<file path="config.mk">
export PLATFORM = sky130hd
export DESIGN_NAME = patw_top
export DESIGN_NICKNAME = d
export VERILOG_FILES = /design/src/patw_pkg.sv /design/src/patw_top.sv
export SDC_FILE = /design/constraint.sdc
export NUM_CORES = 1
export LEC_CHECK = 0
export BUFFER_PORTS_ARGS = -buffer_cell sky130_fd_sc_hd__buf_4
export CAP_MARGIN = 5
export CORE_UTILIZATION = 50
export DETAILED_ROUTE_END_ITERATION = 10
export GPL_TIMING_DRIVEN = 0
export MAX_ROUTING_LAYER = met4
export PLACE_DENSITY = 0.77
export SYNTH_ARGS = -nofsm -noshare
export SYNTH_HDL_FRONTEND = slang
export SYNTH_SLANG_ARGS = --single-unit
export TNS_END_PERCENT = 20
</file>
<file path="constraint.sdc">
create_clock -name pclk -period 3.3 [get_ports pclk]
set_clock_uncertainty 0.15 [all_clocks]
set_input_delay 0.165 -clock pclk [delete_from_list [all_inputs] [get_ports pclk]]
set_output_delay 0.165 -clock pclk [all_outputs]
set_load 0.05 [all_outputs]
</file>
<file path="src/patw_pkg.sv">
package patw_pkg;
  // ==========================================================
  // register byte offsets
  localparam logic [7:0] OFS_IRQ_INFO = 8'h00;
  localparam logic [7:0] OFS_PI_BASE = 8'h04;
  localparam logic [7:0] OFS_PI_MASK = 8'h08;
  localparam logic [7:0] OFS_PI_XLAT = 8'h0c;
  localparam logic [7:0] OFS_SI_BASE = 8'h10;
  localparam logic [7:0] OFS_SI_MASK = 8'h14;
  localparam logic [7:0] OFS_SI_XLAT = 8'h18;
  localparam logic [7:0] OFS_PO_MEM = 8'h1c;
  localparam logic [7:0] OFS_PO_IO = 8'h20;
  localparam logic [7:0] OFS_PO_DUAL = 8'h24;
  localparam logic [7:0] OFS_PO_UPPER = 8'h28;
  // ==========================================================
  // reset values and fields
  localparam logic [31:0] SI_MASK_RST = 32'hffffe000;
  localparam logic [31:0] BASE_FIELD = 32'hfffff000;
  localparam logic [7:0] LINE_RST = 8'hff;
  localparam logic [7:0] PIN_RST = 8'h01;
  localparam logic [7:0] GNT_RST = 8'h00;
  localparam logic [7:0] LAT_RST = 8'h00;
  // ==========================================================
  // fixed outbound windows
  localparam logic [31:0] MEM_WIN_BASE = 32'h80000000;
  localparam logic [31:0] DUAL_WIN_BASE = 32'h84000000;
  localparam logic [31:0] BIG_WIN_MASK = 32'hfc000000;
  localparam logic [31:0] IO_WIN_BASE = 32'h90000000;
  localparam logic [31:0] IO_WIN_MASK = 32'hffff0000;

  typedef enum logic [1:0] {
    PATW_OUT_NONE = 2'b00,
    PATW_OUT_MEM = 2'b01,
    PATW_OUT_IO = 2'b10,
    PATW_OUT_DUAL = 2'b11
  } patw_kind_e;

  typedef struct packed {
    logic valid;
    logic [31:0] addr;
  } patw_req_s;

  typedef struct packed {
    logic hit;
    logic [31:0] addr;
  } patw_in_ans_s;

  typedef struct packed {
    patw_kind_e kind;
    logic [31:0] addr_lo;
    logic [31:0] addr_hi;
  } patw_out_ans_s;
endpackage

</file>
<file path="src/patw_top.sv">
`timescale 1ns/1ps
module patw_top
  import patw_pkg::*;
(
  input wire logic pclk,
  input wire logic presetn,
  input wire logic psel,
  input wire logic penable,
  input wire logic pwrite,
  input wire logic [31:0] paddr,
  input wire logic [31:0] pwdata,
  output logic [31:0] prdata,
  output logic pready,
  output logic pslverr,
  input wire logic pci_base_we,
  input wire logic pci_base_sec,
  input wire logic [31:0] pci_base_wdata,
  input wire patw_req_s pri_in_req,
  input wire patw_req_s sec_in_req,
  input wire patw_req_s out_req,
  output patw_in_ans_s pri_in_ans,
  output patw_in_ans_s sec_in_ans,
  output patw_out_ans_s out_ans
);
  logic [7:0] interrupt_line_info;
  logic [7:0] interrupt_pin_info;
  logic [7:0] min_burst_grant_info;
  logic [7:0] max_access_latency_info;
  logic [31:0] primary_inbound_window_base;
  logic [31:0] primary_inbound_window_mask;
  logic [31:0] primary_inbound_translate_value;
  logic [31:0] secondary_inbound_window_base;
  logic [31:0] secondary_inbound_window_mask;
  logic [31:0] secondary_inbound_translate_value;
  logic [31:0] primary_outbound_mem_value;
  logic [31:0] primary_outbound_io_value;
  logic [31:0] primary_outbound_dual_addr_value;
  logic [31:0] primary_outbound_upper_addr;
  logic wr_en;
  logic mapped;
  logic [31:0] next_rdata;

  // ==========================================================
  // window helpers
  function automatic logic [31:0] gate_base(input logic [31:0] mask,
                                            input logic [31:0] old,
                                            input logic [31:0] wd);
    logic [31:0] m;
    m = mask & BASE_FIELD;
    if (m == 32'h0) begin
      gate_base = old;
    end else begin
      gate_base = (wd & m) | (old & ~m);
    end
  endfunction

  function automatic patw_in_ans_s xlate_in(input patw_req_s rq,
                                            input logic [31:0] base,
                                            input logic [31:0] mask,
                                            input logic [31:0] tv);
    logic [31:0] m;
    patw_in_ans_s a;
    // only bits 31..12 of the limit take part, so a limit written with
    // low ones cannot swallow the page offset of the access
    m = mask & BASE_FIELD;
    a.hit = rq.valid && (m != 32'h0) &&
            ((rq.addr & m) == (base & m));
    // low translate bits dropped by the mask; a miss shows no address
    if (a.hit) begin
      a.addr = (tv & m) | (rq.addr & ~m);
    end else begin
      a.addr = 32'h0;
    end
    xlate_in = a;
  endfunction

  // ==========================================================
  // apb slave: zero wait states
  assign wr_en = psel && penable && pwrite;
  assign pready = 1'b1;
  assign pslverr = 1'b0;

  always_comb begin
    mapped = 1'b1;
    next_rdata = 32'h0;
    unique case (paddr[7:0])
      OFS_IRQ_INFO: next_rdata = {max_access_latency_info,
                                  min_burst_grant_info,
                                  interrupt_pin_info, interrupt_line_info};
      OFS_PI_BASE: next_rdata = primary_inbound_window_base;
      OFS_PI_MASK: next_rdata = primary_inbound_window_mask;
      OFS_PI_XLAT: next_rdata = primary_inbound_translate_value;
      OFS_SI_BASE: next_rdata = secondary_inbound_window_base;
      OFS_SI_MASK: next_rdata = secondary_inbound_window_mask;
      OFS_SI_XLAT: next_rdata = secondary_inbound_translate_value;
      OFS_PO_MEM: next_rdata = primary_outbound_mem_value;
      OFS_PO_IO: next_rdata = primary_outbound_io_value;
      OFS_PO_DUAL: next_rdata = primary_outbound_dual_addr_value;
      OFS_PO_UPPER: next_rdata = primary_outbound_upper_addr;
      default: mapped = 1'b0;
    endcase
    if (paddr[31:8] != 24'h0) begin
      mapped = 1'b0;
      next_rdata = 32'h0;
    end
  end

  // unmapped reads return zero
  always_ff @(posedge pclk or negedge presetn) begin
    if (!presetn) begin
      prdata <= 32'h0;
    end else if (psel && !penable && !pwrite) begin
      prdata <= mapped ? next_rdata : 32'h0;
    end
  end

  // ==========================================================
  // header information bytes, information only
  always_ff @(posedge pclk or negedge presetn) begin
    if (!presetn) begin
      interrupt_line_info <= LINE_RST;
      interrupt_pin_info <= PIN_RST;
      min_burst_grant_info <= GNT_RST;
      max_access_latency_info <= LAT_RST;
    end else if (wr_en && mapped && paddr[7:0] == OFS_IRQ_INFO) begin
      interrupt_line_info <= pwdata[7:0];
      interrupt_pin_info <= pwdata[15:8];
      min_burst_grant_info <= pwdata[23:16];
      max_access_latency_info <= pwdata[31:24];
    end
  end

  // ==========================================================
  // inbound window registers
  always_ff @(posedge pclk or negedge presetn) begin
    if (!presetn) begin
      primary_inbound_window_mask <= 32'h0;
      primary_inbound_translate_value <= 32'h0;
      secondary_inbound_window_mask <= SI_MASK_RST;
      secondary_inbound_translate_value <= 32'h0;
    end else if (wr_en && mapped) begin
      if (paddr[7:0] == OFS_PI_MASK) begin
        primary_inbound_window_mask <= pwdata;
      end
      if (paddr[7:0] == OFS_PI_XLAT) begin
        primary_inbound_translate_value <= pwdata;
      end
      if (paddr[7:0] == OFS_SI_MASK) begin
        secondary_inbound_window_mask <= pwdata;
      end
      if (paddr[7:0] == OFS_SI_XLAT) begin
        secondary_inbound_translate_value <= pwdata;
      end
    end
  end

  // base bits outside the mask are forced to zero as well, so a
  // shrinking mask never leaves stale writable bits behind
  always_ff @(posedge pclk or negedge presetn) begin
    if (!presetn) begin
      primary_inbound_window_base <= 32'h0;
    end else if (pci_base_we && !pci_base_sec) begin
      primary_inbound_window_base <= gate_base(primary_inbound_window_mask,
        primary_inbound_window_base, pci_base_wdata)
        & primary_inbound_window_mask & BASE_FIELD;
    end else if (wr_en && mapped && paddr[7:0] == OFS_PI_BASE) begin
      primary_inbound_window_base <= gate_base(primary_inbound_window_mask,
        primary_inbound_window_base, pwdata)
        & primary_inbound_window_mask & BASE_FIELD;
    end else begin
      primary_inbound_window_base <= primary_inbound_window_base
        & primary_inbound_window_mask & BASE_FIELD;
    end
  end

  always_ff @(posedge pclk or negedge presetn) begin
    if (!presetn) begin
      secondary_inbound_window_base <= 32'h0;
    end else if (pci_base_we && pci_base_sec) begin
      secondary_inbound_window_base <= gate_base(
        secondary_inbound_window_mask, secondary_inbound_window_base,
        pci_base_wdata) & secondary_inbound_window_mask & BASE_FIELD;
    end else if (wr_en && mapped && paddr[7:0] == OFS_SI_BASE) begin
      secondary_inbound_window_base <= gate_base(
        secondary_inbound_window_mask, secondary_inbound_window_base,
        pwdata) & secondary_inbound_window_mask & BASE_FIELD;
    end else begin
      secondary_inbound_window_base <= secondary_inbound_window_base
        & secondary_inbound_window_mask & BASE_FIELD;
    end
  end

  // ==========================================================
  // outbound value registers
  always_ff @(posedge pclk or negedge presetn) begin
    if (!presetn) begin
      primary_outbound_mem_value <= 32'h0;
      primary_outbound_io_value <= 32'h0;
      primary_outbound_dual_addr_value <= 32'h0;
      primary_outbound_upper_addr <= 32'h0;
    end else if (wr_en && mapped) begin
      if (paddr[7:0] == OFS_PO_MEM) begin
        primary_outbound_mem_value <= pwdata;
      end
      if (paddr[7:0] == OFS_PO_IO) begin
        primary_outbound_io_value <= pwdata;
      end
      if (paddr[7:0] == OFS_PO_DUAL) begin
        primary_outbound_dual_addr_value <= pwdata;
      end
      if (paddr[7:0] == OFS_PO_UPPER) begin
        primary_outbound_upper_addr <= pwdata;
      end
    end
  end

  // ==========================================================
  // translation results, registered one cycle after the request
  always_ff @(posedge pclk or negedge presetn) begin
    if (!presetn) begin
      pri_in_ans <= '0;
      sec_in_ans <= '0;
    end else begin
      pri_in_ans <= xlate_in(pri_in_req, primary_inbound_window_base,
        primary_inbound_window_mask,
        primary_inbound_translate_value);
      sec_in_ans <= xlate_in(sec_in_req, secondary_inbound_window_base,
        secondary_inbound_window_mask,
        secondary_inbound_translate_value);
    end
  end

  always_ff @(posedge pclk or negedge presetn) begin
    if (!presetn) begin
      out_ans <= '0;
    end else begin
      out_ans <= '0;
      if (out_req.valid) begin
        if ((out_req.addr & BIG_WIN_MASK) == MEM_WIN_BASE) begin
          out_ans.kind <= PATW_OUT_MEM;
          out_ans.addr_lo <= (primary_outbound_mem_value & BIG_WIN_MASK)
            | (out_req.addr & ~BIG_WIN_MASK);
        end else if ((out_req.addr & BIG_WIN_MASK) == DUAL_WIN_BASE) begin
          out_ans.kind <= PATW_OUT_DUAL;
          out_ans.addr_lo <= (primary_outbound_dual_addr_value
            & BIG_WIN_MASK) | (out_req.addr & ~BIG_WIN_MASK);
          out_ans.addr_hi <= primary_outbound_upper_addr;
        end else if ((out_req.addr & IO_WIN_MASK) == IO_WIN_BASE) begin
          out_ans.kind <= PATW_OUT_IO;
          out_ans.addr_lo <= (primary_outbound_io_value & IO_WIN_MASK)
            | (out_req.addr & ~IO_WIN_MASK);
        end
      end
    end
  end
endmodule

</file>
Word-level counts from Yosys, hierarchy flattened

Cells that the tools add are included.

Register bits after elaboration: 516
Bits in latches: 0
Memory bits (writable): 0
Memory bits (read-only): 0
Bits of input ports: 202
Memories kept: 0

Add/sub/neg operators: 0
Multiply operators: 0
Divide/modulo/power cells: 0
Magnitude comparators: 0
Equal/unequal tests: 15
Shift-type cells: 0
Multiplexer cells: 27
Bitwise gates (word level): 31
Reductions and logical operators: 32

Operator list:

| operator                                                               | number |
|---|---|
| 32-bit bitwise AND                                                     | 20 |
| 32-bit two-way mux                                                     | 20 |
| 32-bit case mux with 11 select lines                                   | 1 |
| 32-bit bitwise OR                                                      | 6 |
| 34-bit two-way mux                                                     | 3 |
| 66-bit two-way mux                                                     | 1 |
| 32-bit equality test                                                   | 2 |
| 32-bit logical NOT                                                     | 2 |
| 32-bit inverter                                                        | 2 |
| 32-bit by 26-bit bitwise OR with 32-bit output                         | 2 |
| 32-bit nonzero test                                                    | 2 |
| 8-bit by 5-bit equality test with 1-bit output (second input constant) | 4 |
| 32-bit by 16-bit bitwise OR with 32-bit output                         | 1 |
| 8-bit by 6-bit equality test with 1-bit output (second input constant) | 3 |
| 24-bit nonzero test                                                    | 1 |
| 16-bit equality test (second input constant)                           | 1 |
| 8-bit by 4-bit equality test with 1-bit output (second input constant) | 2 |
| 2-bit AND reduction                                                    | 8 |
| 1-bit logical AND                                                      | 14 |
| 6-bit equality test (second input constant)                            | 2 |
| 11-bit OR reduction                                                    | 1 |
| 8-bit by 3-bit equality test with 1-bit output (second input constant) | 1 |
| 8-bit logical NOT                                                      | 1 |
| 1-bit logical NOT                                                      | 3 |
| 1-bit two-way mux                                                      | 2 |

Longest topological paths before layout

Depth after elaboration: 11
Depth in mapped cells: 9
Depth with buffers taken out: 5

Least setup slack after synthesis

Ideal clock, no wire load.

Path kind: reg-to-reg
From: reg primary_inbound_window_mask[16]
To: reg primary_inbound_window_base[21]
Library setup time: 0.123 ns
Arrival time: 2.044 ns
Required time: 3.027 ns
Path slack: 0.983 ns
Cell stages (with the launch flop): 10
Buffers on the path: 4
Cell sequence: dfrtp_1 > clkbuf_1 > nor4_1 > nand3_1 > or2_2 > clkbuf_1 > and3_1 > clkbuf_1 > clkbuf_1 > o221a_2

Cells in the longest elaborated chain, start to end: 7
Elaborated cells on any way between the ends: 10
Classes of those cells: mux (7); bitwise (2); reduce/logical (1)

RTL lines:

| what                     | RTL line        | RTL |
|---|---|---|
| start: declaration       | patw_top.sv:30  | `logic [31:0] primary_inbound_window_mask;` |
| start signal: assignment | patw_top.sv:143 | `primary_inbound_window_mask <= pwdata;` |
| 32-bit logical NOT *     | patw_top.sv:50  | `if (m == 32'h0) begin` |
| 32-bit two-way mux       | patw_top.sv:50  |  |
| 32-bit two-way mux       | patw_top.sv:166 | `end else if (wr_en && mapped && paddr[7:0] == OFS_PI_BASE) begin` |
| 32-bit two-way mux       | patw_top.sv:162 | `end else if (pci_base_we && !pci_base_sec) begin` |
| 32-bit bitwise AND       | patw_top.sv:169 | `& primary_inbound_window_mask & BASE_FIELD;` |
| 32-bit two-way mux       | patw_top.sv:166 |  |
| 32-bit two-way mux *     | patw_top.sv:162 |  |
| end signal: assignment   | patw_top.sv:163 | `primary_inbound_window_base <= gate_base(primary_inbound_window_mask,` |
| end signal: assignment   | patw_top.sv:167 | `primary_inbound_window_base <= gate_base(primary_inbound_window_mask,` |
| end signal: assignment   | patw_top.sv:171 | `primary_inbound_window_base <= primary_inbound_window_base` |
| end: declaration         | patw_top.sv:29  | `logic [31:0] primary_inbound_window_base;` |

Mark *: on every way between the ends. The rest lies on a longest branch, timed or not. The select of a mux whose other input is x is not followed.
A chain may end at the register's enable or synchronous reset.

Worst setup path in the final report

From: reg secondary_inbound_window_mask[22]
To: reg sec_in_ans[17] (netlist bit)

Cells in the longest elaborated chain, start to end: 4
Elaborated cells on any way between the ends: 7
Classes of those cells: eq/ne (1); mux (1); bitwise (2); reduce/logical (3)

RTL lines:

| what                                                             | RTL line                       | RTL |
|---|---|---|
| start: declaration                                               | patw_top.sv:33                 | `logic [31:0] secondary_inbound_window_mask;` |
| start signal: assignment                                         | patw_top.sv:149                | `secondary_inbound_window_mask <= pwdata;` |
| 32-bit bitwise AND / 32-bit nonzero test (equally long branches) | patw_top.sv:67, patw_top.sv:66 |  |
| 32-bit equality test / 1-bit logical AND (equally long branches) | patw_top.sv:67, patw_top.sv:66 |  |
| 1-bit logical AND *                                              | patw_top.sv:66                 | `a.hit = rq.valid && (m != 32'h0) &&` |
| 32-bit two-way mux *                                             | patw_top.sv:69                 | `if (a.hit) begin` |
| end signal: assignment                                           | patw_top.sv:227                | `sec_in_ans <= xlate_in(sec_in_req, secondary_inbound_window_base,` |
| end: declaration                                                 | patw_top.sv:22                 | `output patw_in_ans_s sec_in_ans,` |

Mark *: on every way between the ends. The rest lies on a longest branch, timed or not.

==> flow_metrics.tcl <==
set metrics [dict create \
    synthAdderAreaFrac_pct 0 \
    grtUsageMet1_pct 47.97 \
    hold_class "in2async" \
    placed_cells 2764 \
    synth_ff_type "dfrtp_1" \
    start_util_pct 50.73 \
    cts_tree "built" \
    antenna_found_initial 2 \
    tightest_slew_ps 1211 \
    htreeDepth 2 \
    power.switching_uw 3041 \
    synth_top_family_by_area "multiplexers" \
    synth_nets 2021 \
    clk_path_buf_depth 3 \
    grt-busiest-layer "met2" \
    endpoint_kind "flop" \
    maxCapViolCount 0 \
    totalWireLength_um 85710 \
    rsz0062_at_grt "true" \
    numPortBuffers 348 \
    power_frac_comb_pct 7.0 \
    drv_slew 0 \
    gp_congestion 1.034 \
    yosysWarnings 0 \
    synth_compound_area_share_pct 10.37 \
    final_core_utilization_pct 65.93 \
    final-setup-viol-count 3 \
    use_met2_pct 59.57 \
    post_drt_via_cell_ratio 6.186 \
    p_int_uw 9697 \
    n_fill_cell 3252 \
    fin_crit_ps 3408 \
    ys_async_sr_fraction_pct 100.0 \
    drive_gt1_share_pct 32.84 \
    p_leak_uw 0.01423 \
    root_buffer "clkbuf_16" \
    tritoncts.num_buffers 51 \
    synth_area_um2 22440 \
    peakVddDrop_v 0.0003865 \
    grt_pass1_vias 18830 \
    layout_setup_ws_ps -107.7 \
    pre_cts_ws_ps -261.0 \
    grt.overflow.total 0 \
    grt_max_degree 105 \
    ioPinCount 368 \
    power.share.switching_pct 23.87 \
    path_clk_slew_ps 70 \
    synth.avg_cell_area_um2 12.33 \
    maxSlewHeadroom_pct 19.29 \
    stdcell_count 3016 \
    routedWlPerCell_um 28.42 \
    r2r_cells 8 \
    via_count 18660 \
    die_h_um 213.8 \
    synth.area.mux_share_pct 21.21 \
    status "finished, violations left" \
    grt_pass1_wl_um 122700 \
    crit_arrival_ps 3770 \
    critPathKind "reg2reg" \
    placed_cell_area_um2 25920 \
    design_area_um2 29160 \
    synth_cell_types 66 \
    violations "negative setup slack" \
    grtUsageTotal_pct 38.68 \
    ant_nets 0 \
    die_x_um 213.8 \
    synth_edf_count 0 \
    area_growth_pct 29.96 \
    finalHoldViolCount 0 \
    clock_latency_ps 610 \
    cts_setup_buffers 0 \
    drtPass1Iterations 9 \
    syn_inst 1819 \
    seq_area_frac_synth_pct 55.03 \
    worstPathMaxFanout 10 \
    grt_use_met3_pct 7.982 \
    max_freq_mhz 293.5 \
    p_per_area_nw_per_um2 436.9 \
    drtIter0Drc 1934 \
    finalCritPeriodShare_pct 103.3 \
    nets 2580 \
    dieArea_um2 45720 \
    clock_power_share_pct 45.6 \
    hpwl_um 60930 \
    placement_rows 77 \
    cp-start-kind "flop" \
    drc_errors 0 \
    synth_xor_area_share_pct 1.562 \
    ys_ff_latch 492 \
    worstPathRequired_ps 3660 \
    p_seq_share_pct 47.4 \
    clock_sinks 492 \
    core-area_um2 44220 \
    yosys.area_share.simple_pct 8.410 \
]
-- metal layers --
metal | part of all wire [%] | routed length, um | vias to the layer above
li1 | - | - | 7805
met5 | 0 | 0 | -
met4 | 5.9 | 5040 | 0
met2 | 46 | 39500 | 1175
met3 | 10 | 8590 | 293
met1 | 38 | 32580 | 9384
-- Yosys cell counts (all sizes together), types with 6 or more instances --
cell type | number | area share [%]
a211oi | 6 | 0.20
a21oi | 29 | 0.65
a221oi | 8 | 0.31
a222oi | 11 | 0.49
a22o | 31 | 1.2
a22oi | 65 | 2.2
a31oi | 13 | 0.36
a32oi | 14 | 0.55
and2 | 20 | 0.56
and3 | 40 | 1.1
and4 | 6 | 0.23
buf | 58 | 1.2
clkbuf | 95 | 1.6
dfrtp | 464 | 52
dfstp | 28 | 3.3
inv | 37 | 0.62
mux2 | 326 | 16
mux2i | 102 | 4.6
nand2 | 86 | 1.4
nand3 | 16 | 0.36
nand3b | 7 | 0.23
nor2 | 65 | 1.1
nor3 | 55 | 1.3
nor4 | 23 | 0.67
nor4b | 8 | 0.43
o21a | 18 | 0.60
o21ai | 41 | 0.93
o221a | 21 | 1.1
o22ai | 18 | 0.50
o2bb2ai | 7 | 0.27
xor2 | 40 | 1.6
-- registers in the layout (all words and copies together) (netlist names), 32 cells and up --
name / cells
secondary_inbound_window_mask: 32
sec_in_ans: 33
primary_inbound_translate_value: 32
primary_outbound_upper_addr: 32
out_ans: 66
primary_inbound_window_mask: 32
primary_outbound_dual_addr_value: 32
primary_outbound_io_value: 32
primary_outbound_mem_value: 32
secondary_inbound_translate_value: 32
pri_in_ans: 33
prdata: 32
-- final cells by class --
type,instances,area (um2),share of cell area (%)
clock inverters,18,167.7,0.5750
clock buffers,78,1499,5.141
inverters,37,138.9,0.4763
plain buffers,151,615.6,2.111
diodes,3,7.507,0.02575
well taps,592,740.7,2.540
multi-input cells,1137,9354,32.08
repair buffers,508,4287,14.70
flip-flops and latches,492,12350,42.35
-- critical path: stages (launching register included) --
cell      delay, ps
dfstp_2         520
clkbuf_1        490
nor4_1          160
and3_1          240
nand3_1         360
or4b_1          470
clkbuf_1        220
clkbuf_2        370
nor2_1          310
-- placed cells by master (no fill, tap or decap), types with 6 or more instances in the layout --
| cell | n |
|---|---|
| dfrtp_1 | 464 |
| buf_4 | 351 |
| mux2_2 | 257 |
| dlygate4sd3_1 | 154 |
| clkbuf_1 | 106 |
| mux2i_1 | 102 |
| nand2_1 | 86 |
| mux2_1 | 69 |
| a22oi_1 | 65 |
| nor2_1 | 62 |
| clkbuf_16 | 52 |
| nor3_1 | 50 |
| xor2_1 | 40 |
| and3_1 | 40 |
| o21ai_0 | 40 |
| inv_1 | 37 |
| a22o_1 | 31 |
| a21oi_1 | 29 |
| buf_2 | 29 |
| dfstp_2 | 28 |
| buf_1 | 26 |
| nor4_1 | 21 |
| and2_1 | 19 |
| o21a_1 | 18 |
| o22ai_1 | 18 |
| o221a_2 | 17 |
| nand3_1 | 16 |
| a32oi_1 | 14 |
| a31oi_1 | 13 |
| a222oi_1 | 11 |
| clkbuf_8 | 10 |
| clkinv_2 | 10 |
| a221oi_1 | 8 |
| o2bb2ai_1 | 7 |
| nand3b_1 | 7 |
| and4_1 | 6 |
| a211oi_1 | 6 |
-- per-stage QoR --
| step | hold slack, ps | total power [uW] | TNS, ps |
|---|---|---|---|
| floorplan | -280.6 | 6374 | 0 |
| global placement | 226.0 | 6858 | -1450440 |
| detailed placement | 77.34 | 6886 | -4067 |
| CTS | 13.11 | 12720 | 0 |
| global route | 64.06 | 13010 | -238.8 |
| finish | 7.396 | 12740 | -204.0 |
-- power groups by stage --
stage	clock, uW	sequential (uW)	combinational (uW)
final	5800	6040	898
after global routing	6030	6030	948
after CTS	5810	6040	877
after detailed placement	0	6150	739
after global placement	0	6150	710
after floorplan	0	6160	217
-- cells by family after synthesis --
family,Yosys count
buf+inv,190
compound gates,309
other cells,2
xor+xnor,40
mux,431
simple gates,355
flops,492
-- worst paths after layout --
check / start / endpoint / slack, ps
min in group pclk: pwdata[14] / primary_outbound_io_value[14]$_DFFE_PN0P_ / 30
hold / removal: presetn / out_ans[38]$_DFF_PN0_ / 7
setup / recovery: secondary_inbound_window_mask[22]$_DFFE_PN1P_ / sec_in_ans[17]$_DFF_PN0_ / -110
setup reg to reg: secondary_inbound_window_mask[22]$_DFFE_PN1P_ / sec_in_ans[17]$_DFF_PN0_ / -110
hold reg to reg: prdata[17]$_DFFE_PN0P_ / prdata[17]$_DFFE_PN0P_ / 340
max in group asynchronous: presetn / secondary_inbound_window_mask[31]$_DFFE_PN1P_ / 1160
-- timing repair --
action | 4_1_cts | 5_1_grt
endpoints found under the hold margin | 344 | 0
gates resized for setup | 1 | 7
hold buffers | 154 | 0
endpoints found under the setup margin | 10 | 18
gates cloned | 0 | 0
No activity file was read; power rests on OpenSTA's default activity.
